File: src/logic/rcirq_pkg.sv
// Package for the radio core interrupt controller.
// Holds register offsets, field positions and reset values shared by the design.
package rcirq_pkg;
  // Register byte addresses
  localparam logic [31:0] RCIRQ_CTRL_ADDR = 32'h4000_000C; // interrupt_enable_control
  localparam logic [31:0] RCIRQ_MSTAT_ADDR = 32'h4000_0010; // interrupt_masked_status
  localparam logic [31:0] RCIRQ_RAW_ADDR = 32'h4000_0014; // interrupt_raw_status
  localparam logic [31:0] RCIRQ_ACK_ADDR = 32'h4000_0018; // Write-1 acknowledge
  // Source count and field positions
  localparam int RCIRQ_NSRC = 9; // Number of interrupt sources
  localparam int RCIRQ_SEL_LSB = 16; // slot_count_select low bit
  localparam int RCIRQ_SEL_W = 16; // slot_count_select width
  localparam int RCIRQ_DEV_BIT = 15; // tick_during_event_enable
  localparam int RCIRQ_TICK_BIT = 0; // Base tick source position
  // Control reset value and writable bits
  localparam logic [31:0] RCIRQ_CTRL_RST = 32'h00FF_801F; // Select FF, bit 15, low enables
  localparam logic [31:0] RCIRQ_CTRL_WMASK = 32'hFFFF_81FF; // Bits 14:9 reserved
  localparam logic [8:0] RCIRQ_FLAG_RST = 9'h000; // Flags clear at reset
  localparam logic [31:0] RCIRQ_ZERO = 32'h0000_0000; // Unmapped read value
  // AHB encodings
  localparam logic [1:0] RCIRQ_HTRANS_NONSEQ = 2'h2; // Non-sequential transfer
  localparam logic RCIRQ_HRESP_OKAY = 1'h0; // Only response used
endpackage

File: src/logic/rcirq_top.sv
// Interrupt mask and status logic of the radio link-layer core, AHB-Lite slave.
// Assumes event pulses, slot counter and event level come from logic on sys_clk_i.
// Summary of operation
// Selected slot counter values raise base tick
// Bit 15 low suppresses tick during events
// Control bits 8:0 enable each source
// Enable reset values; bits 14:9 read zero
// Masked status is raw AND enable
// Masked bits 5..0 follow enable layout
// Masked bits 8,7,6 radio, fine, gross
// Raw status ignores enables, resets zero
// Writing one acknowledges raw and masked flag
// Interrupt output is level, held until acknowledged or its enable is cleared
// Interrupt line is OR of masked bits
`timescale 1ns/1ps
module rcirq_top
  import rcirq_pkg::*;
#(
  parameter int SLOT_W = 4 // Slot counter width
) (
  input wire logic sys_clk_i, // System clock, 10 MHz
  input wire logic arst_n_i, // Asynchronous reset, active low
  input wire logic hsel_i, // AHB slave select
  input wire logic [31:0] haddr_i, // AHB address
  input wire logic [1:0] htrans_i, // AHB transfer type
  input wire logic hwrite_i, // AHB write flag
  input wire logic [2:0] hsize_i, // AHB size, word only
  input wire logic [31:0] hwdata_i, // AHB write data
  input wire logic hready_i, // AHB bus ready
  output logic [31:0] hrdata_o, // AHB read data
  output logic hreadyout_o, // AHB slave ready
  output logic hresp_o, // AHB response, always OKAY
  input wire logic [7:0] src_event_i, // Event pulses for sources 8..1
  input wire logic [SLOT_W-1:0] slot_count_i, // Current slot counter value
  input wire logic slot_tick_i, // Pulse when slot counter advances
  input wire logic radio_event_i, // High during radio events
  output logic irq_o // Level interrupt to processor
);

  // Select field must cover every slot counter value
  if ((1 << SLOT_W) != RCIRQ_SEL_W) begin : g_bad_slot_w
    $error("SLOT_W must give one select bit per counter value");
  end

  // Address match helper used by several decoders
  function automatic logic addr_hit(input logic [31:0] a, input logic [31:0] reg_addr);
    addr_hit = (a == reg_addr);
  endfunction

  logic [31:0] ctrl_reg; // interrupt_enable_control
  logic [31:0] ctrl_next; // Next control value
  logic [8:0] raw_reg; // Raw pending flags
  logic [8:0] raw_next; // Next raw flags
  logic [31:0] hrdata_reg; // Read data register
  logic [31:0] hrdata_next; // Next read data
  logic hreadyout_reg; // Ready register
  logic hresp_reg; // Response register, always OKAY
  logic irq_reg; // Interrupt output register
  logic wr_pend_reg; // Write data phase pending
  logic [31:0] wr_addr_reg; // Address of pending write

  // Address phase decode
  wire addr_phase = hsel_i && (htrans_i == RCIRQ_HTRANS_NONSEQ) && hready_i;
  wire rd_take = addr_phase && !hwrite_i;
  wire wr_take = addr_phase && hwrite_i;
  // Data phase write strobes
  wire ctrl_wr = wr_pend_reg && addr_hit(wr_addr_reg, RCIRQ_CTRL_ADDR);
  wire ack_wr = wr_pend_reg && addr_hit(wr_addr_reg, RCIRQ_ACK_ADDR);
  wire [8:0] ack_bits = ack_wr ? hwdata_i[8:0] : RCIRQ_FLAG_RST;

  // Control write keeps reserved bits at zero
  assign ctrl_next = ctrl_wr ? (hwdata_i & RCIRQ_CTRL_WMASK) : ctrl_reg;

  // Base tick generation from selected slot values
  wire [RCIRQ_SEL_W-1:0] slot_sel = ctrl_reg[RCIRQ_SEL_LSB +: RCIRQ_SEL_W];
  wire tick_sel_hit = slot_tick_i && slot_sel[slot_count_i];
  wire tick_allowed = !radio_event_i || ctrl_reg[RCIRQ_DEV_BIT];
  wire tick_set = tick_sel_hit && tick_allowed;
  wire [8:0] set_vec = {src_event_i, tick_set};
  wire [8:0] en_vec = ctrl_reg[8:0];
  wire [8:0] en_next = ctrl_next[8:0];

  // Per-source flag: a new event wins over an acknowledge in the same cycle
  for (genvar i = 0; i < RCIRQ_NSRC; i++) begin : g_flag
    assign raw_next[i] = set_vec[i] || (raw_reg[i] && !ack_bits[i]);
  end

  // Masked view, laid out like the enables
  wire [8:0] mstat_next = raw_next & en_next;
  wire [8:0] mstat_now = raw_reg & en_vec;

  // Read data mux, using post-edge values so writes are seen at once
  wire rd_ctrl = addr_hit(haddr_i, RCIRQ_CTRL_ADDR);
  wire rd_mstat = addr_hit(haddr_i, RCIRQ_MSTAT_ADDR);
  wire rd_raw = addr_hit(haddr_i, RCIRQ_RAW_ADDR);
  assign hrdata_next = !rd_take ? RCIRQ_ZERO :
                       rd_ctrl ? ctrl_next :
                       rd_mstat ? {23'h000000, mstat_next} :
                       rd_raw ? {23'h000000, raw_next} :
                       RCIRQ_ZERO;

  // Control register
  always_ff @(posedge sys_clk_i or negedge arst_n_i) begin
    if (!arst_n_i) begin
      ctrl_reg <= RCIRQ_CTRL_RST;
    end else begin
      ctrl_reg <= ctrl_next;
    end
  end

  // Raw flags and level interrupt output
  always_ff @(posedge sys_clk_i or negedge arst_n_i) begin
    if (!arst_n_i) begin
      raw_reg <= RCIRQ_FLAG_RST;
      irq_reg <= 1'h0;
    end else begin
      raw_reg <= raw_next;
      irq_reg <= |mstat_next;
    end
  end

  // Bus write capture and read data
  always_ff @(posedge sys_clk_i or negedge arst_n_i) begin
    if (!arst_n_i) begin
      wr_pend_reg <= 1'h0;
      wr_addr_reg <= RCIRQ_ZERO;
      hrdata_reg <= RCIRQ_ZERO;
      hreadyout_reg <= 1'h1;
      hresp_reg <= RCIRQ_HRESP_OKAY;
    end else begin
      wr_pend_reg <= wr_take;
      wr_addr_reg <= wr_take ? haddr_i : wr_addr_reg;
      hrdata_reg <= hrdata_next;
      hreadyout_reg <= 1'h1; // Zero wait states
      hresp_reg <= RCIRQ_HRESP_OKAY; // No error responses
    end
  end

  assign hrdata_o = hrdata_reg;
  assign hreadyout_o = hreadyout_reg;
  assign hresp_o = hresp_reg;
  assign irq_o = irq_reg;

  // Helper: control untouched since reset
  logic ctrl_fresh_reg; // No control write yet
  always_ff @(posedge sys_clk_i or negedge arst_n_i) begin
    if (!arst_n_i) begin
      ctrl_fresh_reg <= 1'h1;
    end else begin
      ctrl_fresh_reg <= ctrl_fresh_reg && !ctrl_wr;
    end
  end
endmodule // rcirq_top

File: config.mk
export PLATFORM = sky130hd
export DESIGN_NAME = rcirq_top
export DESIGN_NICKNAME = d
export VERILOG_FILES = /design/src/logic/rcirq_pkg.sv /design/src/logic/rcirq_top.sv
export SDC_FILE = /design/constraint.sdc
export NUM_CORES = 1
export LEC_CHECK = 0
export BUFFER_PORTS_ARGS = -buffer_cell sky130_fd_sc_hd__buf_2
export CELL_PAD_IN_SITES_DETAIL_PLACEMENT = 2
export CELL_PAD_IN_SITES_GLOBAL_PLACEMENT = 2
export CORE_AREA = 3 3 100 150
export DETAILED_ROUTE_END_ITERATION = 8
export DIE_AREA = 0 0 103 153
export PLACE_DENSITY = 0.82
export REMOVE_ABC_BUFFERS = 1
export SETUP_SLACK_MARGIN = 0.2
export SLEW_MARGIN = 30
export SYNTH_ARGS = -nofsm -noshare
export SYNTH_HDL_FRONTEND = slang
export SYNTH_SLANG_ARGS = --single-unit
File: constraint.sdc
create_clock -name sys_clk_i -period 3.05 [get_ports sys_clk_i]
set_input_delay 0 -clock sys_clk_i [delete_from_list [all_inputs] [get_ports sys_clk_i]]
set_output_delay 0 -clock sys_clk_i [all_outputs]
set_load 0.02 [all_outputs]
# After elaboration in Yosys (flattened, before gate mapping)
# Cells that the tools add are included.
# totals
reg_bits,107
input_bits,88
out_inout_bits,35
wordCells,61
# classes
order_cmp,1
n_eq_ne,6
n_mux,8
bitwise,1
n_reduce_logical,39
# op_table
op,n
"32-bit by 31-bit == test with 1-bit output, second input constant",5
32-bit two-way mux,3
9-bit two-way mux,3
1-bit logical AND,17
1-bit zero test,11
1-bit logical OR,10
9-bit AND,1
9-bit OR reduction,1
"4-bit by 5-bit less-than comparator with 1-bit output, second input constant",1
1-bit binary-select mux with 4-bit select,1
"2-bit == test, second input constant",1
1-bit two-way mux,1

# Logic depth before layout (Yosys ltp)
# Gate-level depths: netlist (run 1).
# depth
ltp_word,10
depth_mapped,7
depth_no_buf,6

# Worst setup path after synthesis (run 1)
# OpenSTA, ideal clock, no wires.
# synth_path
path_kind,reg-to-reg
start,register wr_addr_reg[13]
end,register irq_reg (netlist: irq_o)
setup_ns,0.139
t_arrival_ns,2.234
t_required_ns,2.911
path_slack_ns,0.677
path_stages_with_launch,8
n_path_buf,1
synth_period_minus_slack_ns,2.373
path_cell_list,dfrtp_1 -> nor4_4 -> nand4_4 -> nor4_4 -> buf_6 -> mux2_4 -> a2111oi_1 -> nand3_1
# synth_via
elab_cells_between_ends,35
cone_classes,eq/ne: 2; mux: 2; bitwise: 1; reduce/logical: 30
# synth_lines
item,line_no,text
start: declaration,rcirq_top.sv:60,logic [31:0] wr_addr_reg;
start signal: assignment,rcirq_top.sv:132,wr_addr_reg <= wr_take ? haddr_i : wr_addr_reg;
32-bit by 31-bit == test with 1-bit output,rcirq_top.sv:47,addr_hit = (a == reg_addr);
1-bit logical AND,rcirq_top.sv:67,"wire ctrl_wr = wr_pend_reg && addr_hit(wr_addr_reg, RCIRQ_CTRL_ADDR);"
32-bit two-way mux,rcirq_top.sv:72,assign ctrl_next = ctrl_wr ? (hwdata_i & RCIRQ_CTRL_WMASK) : ctrl_reg;
via ctrl_next[2],rcirq_top.sv:51,logic [31:0] ctrl_next;
9-bit AND,rcirq_top.sv:89,wire [8:0] mstat_next = raw_next & en_next;
9-bit OR reduction,rcirq_top.sv:118,irq_reg <= |mstat_next;
end signal: assignment,rcirq_top.sv:118,
end: declaration,rcirq_top.sv:58,logic irq_reg;
# The timed path passes the listed nets, and every way through them passes these cells.
# A chain may end at the register's enable or synchronous reset.

# Worst setup path in the final report (run 1)
# layout_path
start,register wr_addr_reg[18]
end,register irq_reg (netlist: irq_o)
# Same word-level chain as after synthesis.

==> flow_summary.yaml, run 1 <==
run_status:
  status: "complete, no violations"
timing:
  setup_viol: 0
  final_hold_viol_count: 0
  period_share_pct: 86.4
  slew_headroom_pct: 50.8
  worst_slew_pin_slew_ns: 0.738
  rsz0062_at_grt: "false"
  max_freq_ghz: 0.380
  clock_skew_ns: 0.0101
  min_period_ns: 2.63
  maxSlewViolCount: 0
die:
  ioPinCount: 123
  die_h_microns: 153
  row_count: 53
  core_sq_um: 13900
  die-area_sq_um: 15800
  die_x_microns: 103
  start_util_pct: 32.7
synthesis:
  postSynthCellCount: 397
  netlist_area_sq_um: 4550
  dominantRegCellSynth: "dfrtp_1"
  yosys_warnings: 0
  synth_seq_cells: 107
  yosys.cell_types.count: 44
  ys_seq_area_share_pct: 59.2
  synthArstFlopShare_pct: 100
  synth_edf_count: 0
  avgSynthCellArea_sq_um: 11.5
global_routing:
  grt_pass1_vias: 4471
  antenna_found_initial: 0
  grt_max_degree: 56
  overflow: 0
  grt_usage_pct: 20.6
  grt_pass1_wl_microns: 24900
critical_path:
  worst-path-stages: 7
  reg2regPathDepth: 7
  crit_slowest_cell: "a2111oi_1"
  crit_fanout: 4
  path_cells: "nor4_2, nand3_2, nor4_4, buf_4, mux2_4, a2111oi_1, nand3_1"
  critPathTopFamily: "simple AND/OR/NAND/NOR gates"
  cp-start-kind: "register"
  path_class: "reg -> reg"
  arrival_ns: 2.84
  cp-end-kind: "register"
  required_ns: 3.26
  crit_buf_inv: 1
  slowest_delay_ns: 0.54
placement:
  placedCellCount: 665
  dpl.hpwl_microns: 9970
  port_buffers: 111
  routabilityCongestion: 0.743
power_and_ir_drop:
  clockPowerShare_pct: 38.2
  power_frac_seq_pct: 50.7
  p_total_mw: 3.12
  p_comb_share_pct: 11.1
  internal_power_mw: 2.32
  switching_share_pct: 25.7
  p_leak_nw: 3.13
  power_density_nw_per_um2: 500
  ir_drop_uv: 244
  p_sw_uw: 802
cts:
  cts_max_level: 3
  cts_buffers: 9
  path_clk_slew_ns: 0.08
  cts.sink_count: 107
  ctsLongestPathBuffers: 2
  clk_latency_ns: 0.34
  cts_tree: "yes"
  post_cts_resized: 0
  cts-root-buf: "clkbuf_16"
routing:
  ant_nets: 0
  wirelength_microns: 15600
  first_pass_iters: 4
  viasPerCell: 5.10
  drc_errors: 0
  vias: 3800
  drt-initial-drc-count: 88
  wl_per_cell_microns: 20.9
final_layout:
  ff_latch_area_sq_um: 2700
  insertedDiodeCount: 0
  syn2layout_area_growth_pct: 37.2
  fin_cells: 745
  drive_above_1_share_pct: 33.6
  n_fill_cell: 1419
  finalNetCount: 663
  multi_input_area_sq_um: 1700
  final_util_pct: 44.8
flow_run:
  drv_cap: 0
hold_path:
  hp-class: "in -> reg"
  holdPathStages: 3
-- metrics by stage --
| stage | cell area (sq um) | hold WS (ns) | setup TNS [ns] | worst slack [ns] |
|---|---|---|---|---|
| after floorplan | 4450 | -0.296 | -0.106 | -0.106 |
| after global placement | 5300 | 0.0987 | 0 | 0.506 |
| after detailed placement | 5300 | 0.110 | 0 | 0.335 |
| after CTS | 6240 | 0.00882 | 0 | 0.315 |
| after global routing | 6240 | 0.0225 | 0 | 0.243 |
| final | 6240 | 0.0223 | 0 | 0.415 |
-- final timing paths --
| path | startpoint | endpoint | slack [ns] |
|---|---|---|---|
| max | wr_addr_reg[18]$_DFFE_PN0P_ | irq_o$_DFF_PN0_ | 0.42 |
| min reg2reg | wr_addr_reg[0]$_DFFE_PN0P_ | wr_addr_reg[0]$_DFFE_PN0P_ | 0.48 |
| max in group asynchronous | arst_n_i | ctrl_reg[22]$_DFF_PN1_ | 1.86 |
| max reg2reg | wr_addr_reg[18]$_DFFE_PN0P_ | irq_o$_DFF_PN0_ | 0.42 |
| min in group asynchronous | arst_n_i | hrdata_o[21]$_DFF_PN0_ | 0.26 |
| min | src_event_i[7] | raw_reg[8]$_DFF_PN0_ | 0.02 |
-- cell usage after synthesis, drive strengths merged, types with 7 or more instances --
master	count	area (sq um)
a21oi	8	40.0
o2111ai	8	70.1
clkbuf	12	45.0
buf	8	56.3
inv	15	56.3
nor2b	7	43.8
dfstp	14	368
nor4	11	133
nand2	112	420
nand4	7	58.8
and3	24	150
mux2	23	297
nor2	7	28.8
dfrtp	93	2330
-- cells by family (layout without fill, tap and decap cells) --
| logic type | after synthesis | in the layout | share of synthesized area, % |
|---|---|---|---|
| other cells | 2 | 2 | 0.165 |
| buf+inv | 35 | 218 | 3.46 |
| compound gates | 35 | 35 | 5.83 |
| flops | 107 | 107 | 59.2 |
| mux | 28 | 28 | 8.99 |
| simple gates | 190 | 190 | 22.3 |
-- power groups by stage --
stage,Clock (mW),Sequential [mW],Combinational [mW]
finish,1.19,1.58,0.346
global route,1.30,1.60,0.391
CTS,1.23,1.58,0.344
detailed placement,0,1.61,0.280
global placement,0,1.60,0.259
floorplan,0,1.59,0.139
-- metal layers --
layer,vias to the layer above,global-route usage [%],routed length [microns]
li1,1725,-,-
met1,1938,23.2,5830
met2,123,38.5,8890
met3,14,4.16,663
met4,0,5.06,188
met5,-,0,0
-- area by class of cell --
class                   instances  share of cell area [%]
inverters                      15                   0.902
repair buffers                187                    20.6
well taps                     165                    3.31
clock inverters                 6                    1.18
flip-flops and latches        107                    43.2
multi-input cells             255                    27.2
clock buffers                  10                    3.67
-- placed cells by master, fill, tap and decap left out, types with 4 or more instances in the layout --
master           n
dlygate4sd3_1   63
dfrtp_1         93
nor4_1           5
mux2_4          10
a22oi_1          4
o41ai_1          4
mux2_2          13
nand2_1        112
a31oi_1          5
buf_2          110
a21oi_1          8
nor2_1           6
nand2b_1         5
mux4_2           5
buf_4           14
nand4_1          6
o2111ai_1        8
and3_1          24
clkbuf_16        9
nor2b_1          7
inv_1           15
dfstp_2         14
-- worst register-to-register path, delay by kind of cell, from the launching register on --
family | cells | cell delay, ns
buffers and inverters | 1 | 0.18
multiplexers | 1 | 0.32
flip-flops | 1 | 0.40
AO/OA/AOI/OAI | 1 | 0.54
AND/OR/NAND/NOR | 4 | 1.06
-- what timing repair did --
item                                    CTS  global route
buffers inserted                          0             1
endpoints found under the setup margin    0             1
hold buffers                             63             0
hold endpoints to repair                107             0
Note: power is estimated with default switching activity, not from simulation.
==> run 2: changes to the inputs <==
BUFFER_PORTS_ARGS = unset   (was -buffer_cell sky130_fd_sc_hd__buf_2)
CORE_AREA = 3 3 98 146   (was 3 3 100 150)
DIE_AREA = 0 0 101 149   (was 0 0 103 153)
DONT_BUFFER_PORTS = 1   (was unset)
GPL_TIMING_DRIVEN = 0   (was unset)
PLACE_DENSITY = 0.73   (was 0.82)
==> run 2 against run 1 <==
- flip-flop and latch count stayed put
- first-iteration DRC count is 27% lower
- power is 1.9% lower
- count of clock-buffer cells in the layout is 1 lower
- core utilization is 0.85 points lower
- routed wire length is 17% lower
- clock skew is 0.0014 ns lower
- maximum frequency is 2.7% lower
- cell count is 15% lower
- non-clock buffer count is 107 lower
- via count is 14% lower
- critical endpoint is now hrdata_o[29]$_DFF_PN0_
- largest cell class unchanged
==> flow_summary.yaml, run 2 (synthesized netlist as in run 1, its figures left out) <==
run_status:
  status: "complete, no violations"
routing:
  wl_per_cell_microns: 20.4
  wirelength_microns: 12900
  viasPerCell: 5.20
  vias: 3286
  drc_errors: 0
  drt-initial-drc-count: 64
  first_pass_iters: 4
  ant_nets: 0
critical_path:
  path_cells: "nor4_2, nand3_4, nor4_4, buf_4, buf_6, buf_4, mux2_2, and3_1"
  slowest_delay_ns: 0.44
  critPathTopFamily: "simple AND/OR/NAND/NOR gates"
  crit_fanout: 10
  required_ns: 3.29
  cp_common_cell: "buf_4"
  cp-start-kind: "register"
  cp-end-kind: "register"
  arrival_ns: 2.95
  path_class: "reg -> reg"
  crit_buf_inv: 3
  crit_slowest_cell: "nor4_2"
cts:
  cts_max_level: 3
  path_clk_slew_ns: 0.08
  ctsLongestPathBuffers: 2
  cts.sink_count: 107
  cts-root-buf: "clkbuf_16"
  cts_buffers: 9
  cts_tree: "yes"
  clk_latency_ns: 0.35
final_layout:
  finalNetCount: 556
  drive_above_1_share_pct: 17.5
  syn2layout_area_growth_pct: 27.1
  insertedDiodeCount: 0
  layout_common_cells: "nand2_1 (112), dfrtp_1 (93), dlygate4sd3_1 (72), and3_1 (24)"
  multi_input_area_sq_um: 1720
  final_common_cell: "nand2_1"
  n_fill_cell: 1335
  ff_latch_area_sq_um: 2700
  design_area_sq_um: 5780
timing:
  rsz0062_at_grt: "false"
  period_share_pct: 88.8
  min_period_ns: 2.71
  worst_slew_pin_slew_ns: 0.863
  setup_viol: 0
  maxSlewViolCount: 0
  clock_skew_ns: 0.00873
  final_hold_viol_count: 0
  slew_headroom_pct: 42.4
  max_freq_ghz: 0.369
  whs_ns: 0.0719
die:
  die_x_microns: 101
  start_util_pct: 34.6
  row_count: 51
  die-area_sq_um: 15000
  core_sq_um: 13100
  die_h_microns: 149
  ioPinCount: 123
power_and_ir_drop:
  ir_drop_uv: 253
  p_leak_nw: 2.65
  power_density_nw_per_um2: 530
global_routing:
  busiest_layer: "met2"
  grt_max_degree: 108
  grt_usage_pct: 17.9
  grt_pass1_wl_microns: 20600
  grt_pass1_vias: 3819
  grtUsageMet2_pct: 32.7
  overflow: 0
  antenna_found_initial: 0
  use_met3_pct: 3.79
  met1_usage_pct: 20.4
placement:
  port_buffers: 0
  routabilityCongestion: 0.792
  place_area_sq_um: 4680
  dpl.hpwl_microns: 8100
hold_path:
  hp-class: "in -> reg"
flow_run:
  drv_cap: 0
==> run 2: through the flow <==
stage | utilization [%] | setup slack [ns] | instances | TNS [ns] | power (mW)
floorplan | - | -0.106 | 377 | -0.106 | 1.73
global placement | 35.4 | -1.08 | 536 | -28.86 | 1.76
detailed placement | 35.6 | -0.277 | 539 | -1.00 | 1.78
CTS | 43.7 | 0.288 | 629 | 0 | 3.11
global route | 44.0 | 0.203 | 632 | 0 | 3.23
finish | 44.0 | 0.343 | 632 | 0 | 3.06
==> run 2: worst paths after layout <==
check                                                  from  cells after the start  slack (ns)                           to
worst min register to register  wr_addr_reg[17]$_DFFE_PN0P_                      2        0.49  wr_addr_reg[17]$_DFFE_PN0P_
worst max-delay path            wr_addr_reg[24]$_DFFE_PN0P_                      8        0.34       hrdata_o[29]$_DFF_PN0_
max in group asynchronous                          arst_n_i                      2        2.38       ctrl_reg[17]$_DFF_PN1_
worst max register to register  wr_addr_reg[24]$_DFFE_PN0P_                      8        0.34       hrdata_o[29]$_DFF_PN0_
worst min-delay path                             haddr_i[3]                      3        0.07        hrdata_o[6]$_DFF_PN0_
min in group asynchronous                          arst_n_i                      2        0.26       hrdata_o[29]$_DFF_PN0_
==> run 2: repair_timing <==
action	4_1_cts	5_1_grt
setup endpoints to repair	28	5
gates resized for setup	1	2
endpoints found under the hold margin	201	0
hold buffers	73	0
pin swaps	1	1
buffers inserted	1	3
==> run 2: worst reg2reg max path, cell delays in order, from the launching register on <==
cell	delay (ns)
dfrtp_1	0.40
nor4_2	0.44
nand3_4	0.26
nor4_4	0.33
buf_4	0.23
buf_6	0.17
buf_4	0.21
mux2_2	0.37
and3_1	0.18
==> run 2: per-layer routing <==
layer / part of all wire [%] / up-vias
met5: 0 / -
met2: 54 / 91
li1: - / 1510
met4: 1.7 / 0
met1: 40 / 1674
met3: 4.7 / 11
==> run 2: layout make-up <==
type	instances	share of cell area (%)
clock buffer	9	3.89
clock inverter	7	1.43
inverter	15	0.974
multi-input combinational	255	29.7
sequential	107	46.6
tap	159	3.44
timing repair buffer	80	13.9
==> run 2: power by group <==
part | leakage (nW) | switching, mW | total (mW) | internal (mW)
Combinational | 1.15 | 0.146 | 0.287 | 0.141
Clock | 0.145 | 0.543 | 1.19 | 0.650
Sequential | 1.35 | 0.0770 | 1.58 | 1.51
Total | 2.65 | 0.766 | 3.06 | 2.30
==> run 3: changes to the inputs <==
CELL_PAD_IN_SITES_DETAIL_PLACEMENT = 0   (was 2)
==> run 3 against run 2 <==
- clock power fell by 8%
- count of clock-buffer cells in the layout rose by 3
- sequential power barely moved
- largest cell class unchanged
==> flow_summary.yaml, run 3 (synthesized netlist as in run 1, its figures left out) <==
timing:
  maxSlewViolCount: 0
  worst_slew_pin_slew_ns: 0.874
  final_hold_viol_count: 0
  period_share_pct: 86.6
  clock_skew_ns: 0.00909
  rsz0062_at_grt: "false"
  setup_viol: 0
  max_freq_ghz: 0.379
  whs_ns: 0.0771
  min_period_ns: 2.64
  slew_headroom_pct: 41.6
global_routing:
  grt_usage_pct: 15.2
  overflow: 0
  grt_pass1_wl_microns: 17800
  grt_pass1_vias: 3384
  antenna_found_initial: 0
  grt_max_degree: 108
critical_path:
  crit_fanout: 10
  required_ns: 3.28
  path_class: "reg -> reg"
  cp-end-kind: "register"
  cp-start-kind: "register"
  arrival_ns: 2.87
die:
  die-area_sq_um: 15000
  row_count: 51
  core_sq_um: 13100
  ioPinCount: 123
  start_util_pct: 34.6
  die_x_microns: 101
  die_h_microns: 149
final_layout:
  ff_latch_area_sq_um: 2700
  multi_input_area_sq_um: 1720
  finalNetCount: 556
  n_fill_cell: 1261
  layout_common_cells: "nand2_1 (112), dfrtp_1 (93), dlygate4sd3_1 (72), and3_1 (24)"
  final_common_cell: "nand2_1"
  syn2layout_area_growth_pct: 26.3
  final_util_pct: 43.7
  drive_above_1_share_pct: 17.1
  insertedDiodeCount: 0
  fin_cells: 632
cts:
  clk_latency_ns: 0.34
  cts_tree: "yes"
  cts.sink_count: 107
  cts-root-buf: "clkbuf_16"
  ctsLongestPathBuffers: 2
  cts_max_level: 3
  path_clk_slew_ns: 0.07
  cts_buffers: 9
routing:
  vias: 3191
  drt-initial-drc-count: 125
  ant_nets: 0
  wirelength_microns: 11000
  wl_per_cell_microns: 17.5
  viasPerCell: 5.05
  drc_errors: 0
  first_pass_iters: 4
placement:
  routabilityCongestion: 0.792
  dpl.hpwl_microns: 7300
  port_buffers: 0
  placedCellCount: 539
hold_path:
  hp-class: "in -> reg"
flow_run:
  drv_cap: 0
power_and_ir_drop:
  ir_drop_uv: 262
  p_leak_nw: 2.63
  power_density_nw_per_um2: 512
run_status:
  status: "complete, no violations"
run 3: cell count changes in the layout (fill, tap and decap cells not counted), sizes merged:
| cell | change |
|---|---|
| clkbuf | +3 |
| inv | -3 |
| clkinv | +2 |
| bufinv | -1 |
| clkinvlp | -1 |
run 3: layer usage:
layer | vias up | track usage (%) | wire (microns)
met1 | 1554 | 19.1 | 4550
met5 | - | 0 | 0
met3 | 12 | 3.09 | 666
li1 | 1517 | - | -
met4 | 0 | 6.45 | 221
met2 | 108 | 25.4 | 5600
run 3: worst paths after layout:
| path | cells after the start | startpoint | to | slack (ns) |
|---|---|---|---|---|
| max in group asynchronous | 2 | arst_n_i | ctrl_reg[4]$_DFF_PN1_ | 2.38 |
| max | 8 | wr_addr_reg[13]$_DFFE_PN0P_ | hrdata_o[31]$_DFF_PN0_ | 0.41 |
| max reg2reg | 8 | wr_addr_reg[13]$_DFFE_PN0P_ | hrdata_o[31]$_DFF_PN0_ | 0.41 |
| min | 3 | haddr_i[3] | hrdata_o[4]$_DFF_PN0_ | 0.08 |
| min reg2reg | 2 | wr_addr_reg[17]$_DFFE_PN0P_ | wr_addr_reg[17]$_DFFE_PN0P_ | 0.48 |
| min in group asynchronous | 2 | arst_n_i | ctrl_reg[11]$_DFF_PN0_ | 0.27 |
run 3: what timing repair did:
item                                    CTS  global route
endpoints found under the hold margin   201             0
gates cloned                              0             0
pin swaps                                 1             1
resized for setup                         1             2
endpoints found under the setup margin   25             5
hold buffers                             73             0
buffers inserted                          1             3
run 3: report_power, final:
group | switching (mW) | internal [mW]
clock | 0.509 | 0.576
sequential | 0.0742 | 1.51
combinational | 0.137 | 0.141
run 3: per-stage QoR:
stage	worst slack [ns]	power [mW]	cell area (sq um)	setup TNS [ns]
after floorplan	-0.106	1.73	4450	-0.106
after CTS	0.252	2.98	5710	0
after global routing	0.230	3.09	5750	0
after global placement	-1.08	1.76	4650	-28.86
final	0.410	2.94	5750	0
after detailed placement	-0.245	1.77	4680	-0.786
run 3: layout make-up:
cell class	instances	share of cell area [%]
Timing Repair Buffer	80	14.0
Clock inverter	4	0.457
Inverter	15	0.980
Clock buffer	12	4.29
Multi-Input combinational cell	255	29.9
Tap cell	159	3.46
Sequential cell	107	46.9
run 3: worst max-delay path, cell delays in order (launching register included):
cell and delay [ns]:
dfrtp_1 0.41, nor4_4 0.38, nand4_4 0.22, nor4_4 0.38
buf_4 0.23, buf_6 0.17, buf_4 0.20, mux2_2 0.36
and3_1 0.18
